### config.mk
export PLATFORM = sky130hd
export DESIGN_NAME = ctx_fcs
export DESIGN_NICKNAME = d
export VERILOG_FILES = /design/src/core/ctx_pkg.sv /design/src/core/ctx_fcs.sv
export SDC_FILE = /design/constraint.sdc
export NUM_CORES = 1
export LEC_CHECK = 0
export BUFFER_PORTS_ARGS = -buffer_cell sky130_fd_sc_hd__buf_4
export CAP_MARGIN = 25
export CORE_ASPECT_RATIO = 2
export CORE_MARGIN = 2
export CORE_UTILIZATION = 35
export DETAILED_ROUTE_END_ITERATION = 16
export GPL_TIMING_DRIVEN = 0
export HOLD_SLACK_MARGIN = 0.05
export PLACE_DENSITY = 0.62
export SLEW_MARGIN = 25
export SYNTH_ARGS = -nofsm -noshare
export SYNTH_HDL_FRONTEND = slang
export SYNTH_SLANG_ARGS = --single-unit
### constraint.sdc
create_clock -name i_core_clk -period 2.8 [get_ports i_core_clk]
set_input_delay 0.7 -clock i_core_clk [delete_from_list [all_inputs] [get_ports i_core_clk]]
set_output_delay 0.7 -clock i_core_clk [all_outputs]
set_load 0.005 [all_outputs]
### src/core/ctx_pkg.sv
package ctx_pkg;
    // Register byte offsets on the APB bus.
    localparam logic [11:0] OFS_PHY_CONTROL = 12'h000;
    localparam logic [11:0] OFS_IN_PHASE_DAC_OVERRIDE = 12'h004;
    localparam logic [11:0] OFS_QUADRATURE_DAC_OVERRIDE = 12'h008;
    localparam logic [11:0] OFS_FRAME_LENGTH_LOW = 12'h00C;
    localparam logic [11:0] OFS_FRAME_LENGTH_HIGH = 12'h010;
    localparam logic [11:0] OFS_COMMAND = 12'h014;
    localparam logic [11:0] OFS_CHIP_MODE = 12'h018;
    localparam logic [11:0] OFS_STATUS = 12'h01C;

    // Reset values.
    localparam logic [7:0] RST_PHY_CONTROL = 8'h54;
    localparam logic [7:0] RST_DAC_OVERRIDE = 8'h00;
    localparam logic [7:0] RST_FRAME_LENGTH = 8'h00;
    localparam logic [7:0] RST_CHIP_MODE = 8'h00;

    // Field positions of the PHY control register.
    localparam int PC_CONTINUOUS = 7;
    localparam int PC_FILTER = 6;
    localparam int PC_VALID = 5;
    localparam int PC_AUTO_FCS = 4;
    localparam int PC_FCS_TYPE = 3;
    localparam int PC_BB_EN = 2;

    // Field positions of the DAC override registers.
    localparam int DAC_ENABLE = 7;
    localparam int DAC_CODE_MSB = 6;

    // DAC code limits.
    localparam logic [6:0] DAC_CODE_MAX = 7'h7E;
    localparam logic [6:0] DAC_CODE_ILLEGAL = 7'h7F;

    // Command codes in the command register.
    localparam logic [2:0] CMD_NOP = 3'h0;
    localparam logic [2:0] CMD_RADIO_OFF = 3'h2;
    localparam logic [2:0] CMD_PREPARE = 3'h3;
    localparam logic [2:0] CMD_TX = 3'h4;

    // Chip mode that starts a plain carrier.
    localparam logic [7:0] CHIP_MODE_CARRIER = 8'h01;

    // Checksum sizes in octets.
    localparam logic [15:0] FCS_LEN_16 = 16'h0002;
    localparam logic [15:0] FCS_LEN_32 = 16'h0004;
    localparam logic [31:0] CRC32_INIT = 32'hFFFF_FFFF;
    localparam logic [31:0] CRC16_INIT = 32'h0000_0000;
    localparam logic [31:0] CRC32_POLY = 32'hEDB8_8320;
    localparam logic [15:0] CRC16_POLY = 16'h8408;

    typedef enum logic [2:0] {
        ST_OFF,
        ST_PREP,
        ST_HDR,
        ST_PAY,
        ST_CW
    } ctx_state_t;

    // Keeps an override code inside the legal range.
    function automatic logic [6:0] ctx_clamp_code(input logic [6:0] code);
        ctx_clamp_code = (code == DAC_CODE_ILLEGAL) ? DAC_CODE_MAX : code;
    endfunction : ctx_clamp_code
endpackage : ctx_pkg

### src/core/ctx_fcs.sv
module ctx_fcs
    import ctx_pkg::*;
(
    input wire logic i_core_clk,
    input wire logic i_rst_n,
    input wire logic i_clear,
    input wire logic i_load,
    input wire logic i_type16,
    input wire logic [7:0] i_data,
    output logic [31:0] o_fcs
);
    logic [31:0] crc;

    function automatic logic [31:0] crc32_byte(input logic [31:0] c, input logic [7:0] d);
        logic [31:0] r;
        r = c ^ {24'h00_0000, d};
        for (int k = 0; k < 8; k++) begin
            r = r[0] ? ((r >> 1) ^ CRC32_POLY) : (r >> 1);
        end
        crc32_byte = r;
    endfunction : crc32_byte

    function automatic logic [15:0] crc16_byte(input logic [15:0] c, input logic [7:0] d);
        logic [15:0] r;
        r = c ^ {8'h00, d};
        for (int k = 0; k < 8; k++) begin
            r = r[0] ? ((r >> 1) ^ CRC16_POLY) : (r >> 1);
        end
        crc16_byte = r;
    endfunction : crc16_byte

    // Runs a reflected checksum over each payload octet that is not replaced.
    always_ff @(posedge i_core_clk or negedge i_rst_n) begin
        if (!i_rst_n) begin
            crc <= CRC32_INIT;
        end else if (i_clear) begin
            crc <= i_type16 ? CRC16_INIT : CRC32_INIT;
        end else if (i_load) begin
            if (i_type16) begin
                crc <= {16'h0000, crc16_byte(crc[15:0], i_data)};
            end else begin
                crc <= crc32_byte(crc, i_data);
            end
        end
    end

    assign o_fcs = i_type16 ? {16'h0000, crc[15:0]} : ~crc;
endmodule : ctx_fcs

==> flow_summary_export.csv, run 1 <==
group,metric,value,unit
clock_network,insertion_delay,280,ps
detailed_routing,routed_via_density,5.04,
finish,top_register,"crc",
synthesis,synth-warning-count,0,
power,seq_power_share,0.227,
hold_path,worstHoldStart,"crc[24]",
setup_path,crit_type,"input port to flop",
global_route,antenna_found_initial,0,
sta,max_slew_margin,0.396,
clock_network,numCtsBuffers,5,
setup_path,critical_path.endpoint_type,"flop",
run_status,status,"finished, final reports clean",
hold_path,worstHoldPathType,"flop to flop",
synthesis,synth-simple-area-share,0.0812,
floorplanning,fp.dieArea,8010,sq um
detailed_routing,drc,0,
clock_network,cts_hold_buf,0,
synthesis,synthCells,268,
synthesis,synthesis.area,2540,sq um
floorplanning,num_rows,44,
synthesis,ys_ff_latch,32,
synthesis,synthTopCellsByArea,"dfstp_2 (33%), xnor2_1 (23%), mux2i_1 (5.1%)",
synthesis,yosysMostFrequentCell,"xnor2_1",
detailed_routing,dr.first_iter.drc_count,109,
floorplanning,num_io_pins,45,
synthesis,ys.flop_type,"dfstp_2",
clock_network,clockRootBuffer,"clkbuf_16",
floorplanning,die_y,125,um
floorplanning,start_util,0.355,
sta,slew_violations,0,
sta,fin_ws,257,ps
power,p_sw,0.00158,W
synthesis,yosysTopAreaCell,"dfstp_2",
setup_path,r2r-start,"crc[5]",
finish,fin_cells,410,
synthesis,synth_common_cells,"xnor2_1 (66), dfstp_2 (32), nor2_1 (27)",
detailed_routing,wirelength,6880,um
global_route,grt_pass1_wl,11200,um
sta,finalCriticalPeriod,2540,ps
synthesis,synth.yosys.seq_area_share,0.331,
place,pre_cts_ws,-33.2,ps
detailed_routing,vias,2068,
place,port_buffers,42,
synthesis,synth_edf_count,0,
setup_path,crit_arrival,2740,ps
synthesis,synth_top_family_by_area,"XOR/XNOR gates",
power,ir_drop,0.613,mV
clock_network,clkSlewWorstSetupHoldPaths,50,ps
synthesis,synthesis.nets,281,
synthesis,synthDistinctLibCells,30,
clock_network,htreeDepth,2,
synthesis,yosysTopAreaCellShare,0.331,
setup_path,crit_path_start,"i_data[5]",
finish,drive_above_1_share,0.296,
floorplanning,core_area,7160,sq um
sta,rsz0062_at_grt,"no",
synthesis,synth_xor_area_frac,0.370,
power,power_density,1300,nW/um^2
place,dp.cells,402,
finish,area_delta_synth_final,23.4,%
global_route,grt_pass1_vias,2136,
finish,largest_reg_flops,32,
global_route,overflow,0,
place,gp_congestion,0.911,
power,power_frac_comb,0.623,
finish,nets,330,
detailed_routing,wl_per_cell,16.8,um
floorplanning,fp.dieW,64.3,um
detailed_routing,firstDrtPassIters,4,
clock_network,clock_sinks,32,
detailed_routing,ant_nets,0,
synthesis,synthAdderAreaFrac,0,
synthesis,synth_compound_area_frac,0.135,
clock_network,postCtsSetupBuffers,0,
sta,max_freq,393,MHz
power,p_sw_frac,0.388,
synthesis,synthMuxAreaShare,0.0512,
sta,setup_tns,0,ps
finish,antenna_cells,0,
global_route,track_usage,0.180,
place,dp_hpwl,4960,um
power,power.share.clock,0.150,
clock_network,cts_tree,"done",
sta,max_slew.worst_pin.slew,900,ps
flow_run,max_cap_viol_count,0,
setup_path,worstPathRequired,3000,ps
sta,hold_viol,0,
sta,fin_skew,3.20,ps
power,internal_power,0.00250,W
setup_path,crit_path_start_kind,"input port",
synthesis,syn_avg_cell_area,9.49,sq um
finish,nFillCells,720,
global_route,grt_max_degree,33,
sta,period_share,0.908,
clock_network,clk_path_buf_depth,2,
clock_network,cts.repair.resized,0,
synthesis,async_flop_share,1.00,
sta,setup_viol,0,
power,leakagePower,1.26,nW
finish,reg_top3,"crc (32)",
setup_path,crit_fanout,6,
==> layout by cell type, fill, tap and decap left out, types with 2 or more instances in the layout <==
cell / count
a22oi_1: 3
o21ai_0: 21
dfstp_2: 32
xnor3_2: 3
o21a_1: 2
nor2b_1: 2
nor2_1: 27
nand2_1: 20
xnor2_1: 66
buf_4: 45
xnor3_1: 3
a21oi_1: 24
inv_1: 2
o22ai_1: 6
xnor2_2: 3
mux2i_1: 13
clkbuf_16: 5
o21ai_1: 2
clkinv_1: 2
xor2_1: 12
clkbuf_1: 13
==> path summary, 6_finish.rpt <==
path | end | slack (ps) | depth (start not counted)
worst min-delay path | crc[24] | 490 | 2
worst min register to register | crc[24] | 490 | 2
max in group asynchronous | crc[3] | 2110 | 1
worst max register to register | crc[18] | 390 | 6
worst max-delay path | crc[18] | 260 | 7
min in group asynchronous | crc[6] | 640 | 1
==> power by group through the flow <==
stage / clock (W) / sequential, W / combinational (W)
finish: 0.000613 / 0.000927 / 0.00254
global route: 0.000640 / 0.000954 / 0.00278
CTS: 0.000623 / 0.000928 / 0.00254
detailed placement: 0 / 0.000934 / 0.00251
global placement: 0 / 0.000931 / 0.00251
floorplan: 0 / 0.000882 / 0.00196
==> cell families after synthesis <==
family	after synthesis
xor+xnor	90
compound gates	62
simple gates	52
flops	32
buf+inv	19
mux	13
==> critical path, cell delays in order <==
cell     delay, ps
buf_4          110
xnor2_1        630
xnor2_1        460
xnor2_1        400
xnor2_1        170
a21oi_1         90
o21ai_0        180
==> per-layer routing <==
| metal | wire length, um | share of wire | global-route usage |
|---|---|---|---|
| met5 | 0 | 0 | 0 |
| met4 | 292 | 0.042 | 0.0889 |
| met3 | 425 | 0.062 | 0.0289 |
| met2 | 3430 | 0.50 | 0.298 |
| met1 | 2730 | 0.40 | 0.224 |
==> final cells by class <==
| type | instances | area [sq um] | share of cell area |
|---|---|---|---|
| clock buffer | 6 | 129 | 0.0411 |
| multi-input combinational | 217 | 1620 | 0.516 |
| inverter | 4 | 15.0 | 0.00478 |
| tap | 92 | 115 | 0.0367 |
| timing repair buffer | 42 | 315 | 0.100 |
| sequential | 32 | 841 | 0.268 |
| buffer | 15 | 67.6 | 0.0215 |
| clock inverter | 2 | 35.0 | 0.0112 |
==> metrics by stage <==
stage	hold slack, ps	util	instance area (sq um)	power (W)
floorplan	457	-	2540	0.00284
global placement	484	0.416	2970	0.00344
detailed placement	491	0.416	2970	0.00345
CTS	499	0.438	3140	0.00409
global route	528	0.438	3140	0.00437
finish	494	0.438	3140	0.00408
No activity file was read; power rests on OpenSTA's default activity.
==> inputs of run 2 (changes only) <==
--- a/config.mk
+++ b/config.mk
@@ -10,6 +10,7 @@
 export CORE_ASPECT_RATIO = 2
 export CORE_MARGIN = 2
 export CORE_UTILIZATION = 35
+export CTS_CLUSTER_DIAMETER = 80
 export DETAILED_ROUTE_END_ITERATION = 16
 export GPL_TIMING_DRIVEN = 0
 export HOLD_SLACK_MARGIN = 0.05
==> constraint.sdc (replaced) <==
create_clock -name i_core_clk -period 2.6 [get_ports i_core_clk]
set_input_delay 0.65 -clock i_core_clk [delete_from_list [all_inputs] [get_ports i_core_clk]]
set_output_delay 0.65 -clock i_core_clk [all_outputs]
set_load 0.005 [all_outputs]
==> flow_summary_export.csv, run 2 (same netlist as run 1, synthesis figures left out) <==
group,metric,value,unit
finish,final_common_cell,"xnor2_1",
floorplanning,num_rows,44,
global_route,grt_max_degree,33,
power,ir_drop,0.665,mV
detailed_routing,wl_per_cell,16.7,um
place,dp_hpwl,4960,um
finish,post-route-util,0.441,
floorplanning,num_io_pins,45,
power,power,0.00440,W
setup_path,worstPathRequired,1950,ps
setup_path,crit_buf_inv,3,
finish,area_delta_synth_final,24.0,%
global_route,track_usage,0.180,
sta,setup_viol,0,
finish,seq_area,841,sq um
hold_path,worstHoldPathType,"flop to flop",
clock_network,clock_sinks,32,
sta,max_freq,417,MHz
sta,slew_violations,0,
place,port_buffers,42,
setup_path,critical_path.endpoint_type,"output port",
sta,fin_skew,3.56,ps
global_route,overflow,0,
setup_path,crit_slowest_cell,"clkbuf_1",
sta,max_slew.worst_pin.slew,904,ps
sta,rsz0062_at_grt,"no",
clock_network,cts_tree,"done",
detailed_routing,dr.first_iter.drc_count,107,
floorplanning,core_area,7160,sq um
clock_network,clockRootBuffer,"clkbuf_16",
finish,nets,330,
detailed_routing,vias,2071,
sta,finalCriticalPeriod,2400,ps
setup_path,crit_chain,"buf_4 > clkbuf_1 > xnor2_1 > buf_4",
power,leakagePower,1.27,nW
detailed_routing,routed_via_density,5.05,
run_status,status,"finished, final reports clean",
clock_network,numCtsBuffers,5,
floorplanning,fp.dieArea,8010,sq um
setup_path,crit_path_start_kind,"input port",
floorplanning,die_y,125,um
finish,top_register,"crc",
global_route,grt_pass1_wl,11200,um
clock_network,clk_path_buf_depth,2,
detailed_routing,ant_nets,0,
clock_network,insertion_delay,280,ps
detailed_routing,drc,0,
floorplanning,fp.dieW,64.3,um
clock_network,htreeDepth,2,
clock_network,postCtsSetupBuffers,0,
clock_network,clkSlewWorstSetupHoldPaths,50,ps
global_route,grt_pass1_vias,2136,
sta,period_share,0.922,
finish,reg_top3,"crc (32)",
place,gp_congestion,0.911,
finish,largest_reg_flops,32,
setup_path,crit_arrival,1750,ps
place,dp.cells,402,
finish,multi_input_area,1640,sq um
setup_path,crit_path_max_incr_delay,600,ps
flow_run,max_cap_viol_count,0,
global_route,antenna_found_initial,0,
setup_path,cp_common_cell,"buf_4",
setup_path,crit_type,"input port to output port",
sta,hold_viol,0,
finish,drive_above_1_share,0.302,
finish,fin_cells,410,
floorplanning,start_util,0.355,
finish,antenna_cells,0,
setup_path,cpLargestDelayFamily,"buffers and inverters",
sta,max_slew_margin,0.393,
power,power_density,1400,nW/um^2
finish,nFillCells,721,
detailed_routing,wirelength,6840,um
detailed_routing,firstDrtPassIters,4,
setup_path,crit_fanout,10,
finish,final_cell_mix,"xnor2_1 (64), buf_4 (45), dfstp_2 (32)",
==> run 2: stage by stage <==
step                      setup TNS [ps]  instance area (sq um)  hold WS, ps  worst slack [ps]
after floorplan                        0                   2540          457               331
after global placement              -801                   2970          484              -158
after detailed placement           -1050                   2970          491              -183
after CTS                              0                   3140          499              64.2
after global routing                   0                   3150          528              64.3
final                                  0                   3150          492               203
==> run 2: repair_timing <==
item | 4_1_cts | 5_1_grt
gates resized for setup | 0 | 2
hold buffers | 0 | 0
endpoints found under the setup margin | 0 | 4
==> run 2: final timing paths <==
| kind | from | to | slack (ps) | depth (start not counted) |
|---|---|---|---|---|
| max | i_type16 | o_fcs[11] | 200 | 4 |
| min | crc[24] | crc[24] | 490 | 2 |
| max reg2reg | crc[0] | crc[24] | 200 | 6 |
| min reg2reg | crc[24] | crc[24] | 490 | 2 |
| max in group asynchronous | i_rst_n | crc[3] | 1960 | 1 |
| min in group asynchronous | i_rst_n | crc[6] | 580 | 1 |
==> run 2: cell type report <==
class	instances	share of cell area
clock buffers	6	0.0409
plain buffers	15	0.0214
inverters	4	0.00476
flip-flops and latches	32	0.267
repair buffers	42	0.100
multi-input cells	217	0.519
clock inverters	2	0.0111
well taps	92	0.0365
==> run 2: layer usage <==
layer	vias to the layer above	share of wire	track usage
met3	20	0.061	0.0289
met4	0	0.042	0.0889
met5	-	0	0
li1	995	-	-
met2	83	0.50	0.298
met1	973	0.40	0.224
==> run 2: report_power, final <==
group          internal (W)  switching, W  total [W]
Combinational       0.00145       0.00129    0.00274
Sequential         0.000799      0.000202    0.00100
Clock              0.000450      0.000211   0.000661
Total               0.00270       0.00170    0.00440
==> run 2: worst min-delay path, cell delays in order, from the launching register on <==
cell	delay, ps
dfstp_2	380
nand2_1	50
o21ai_1	60
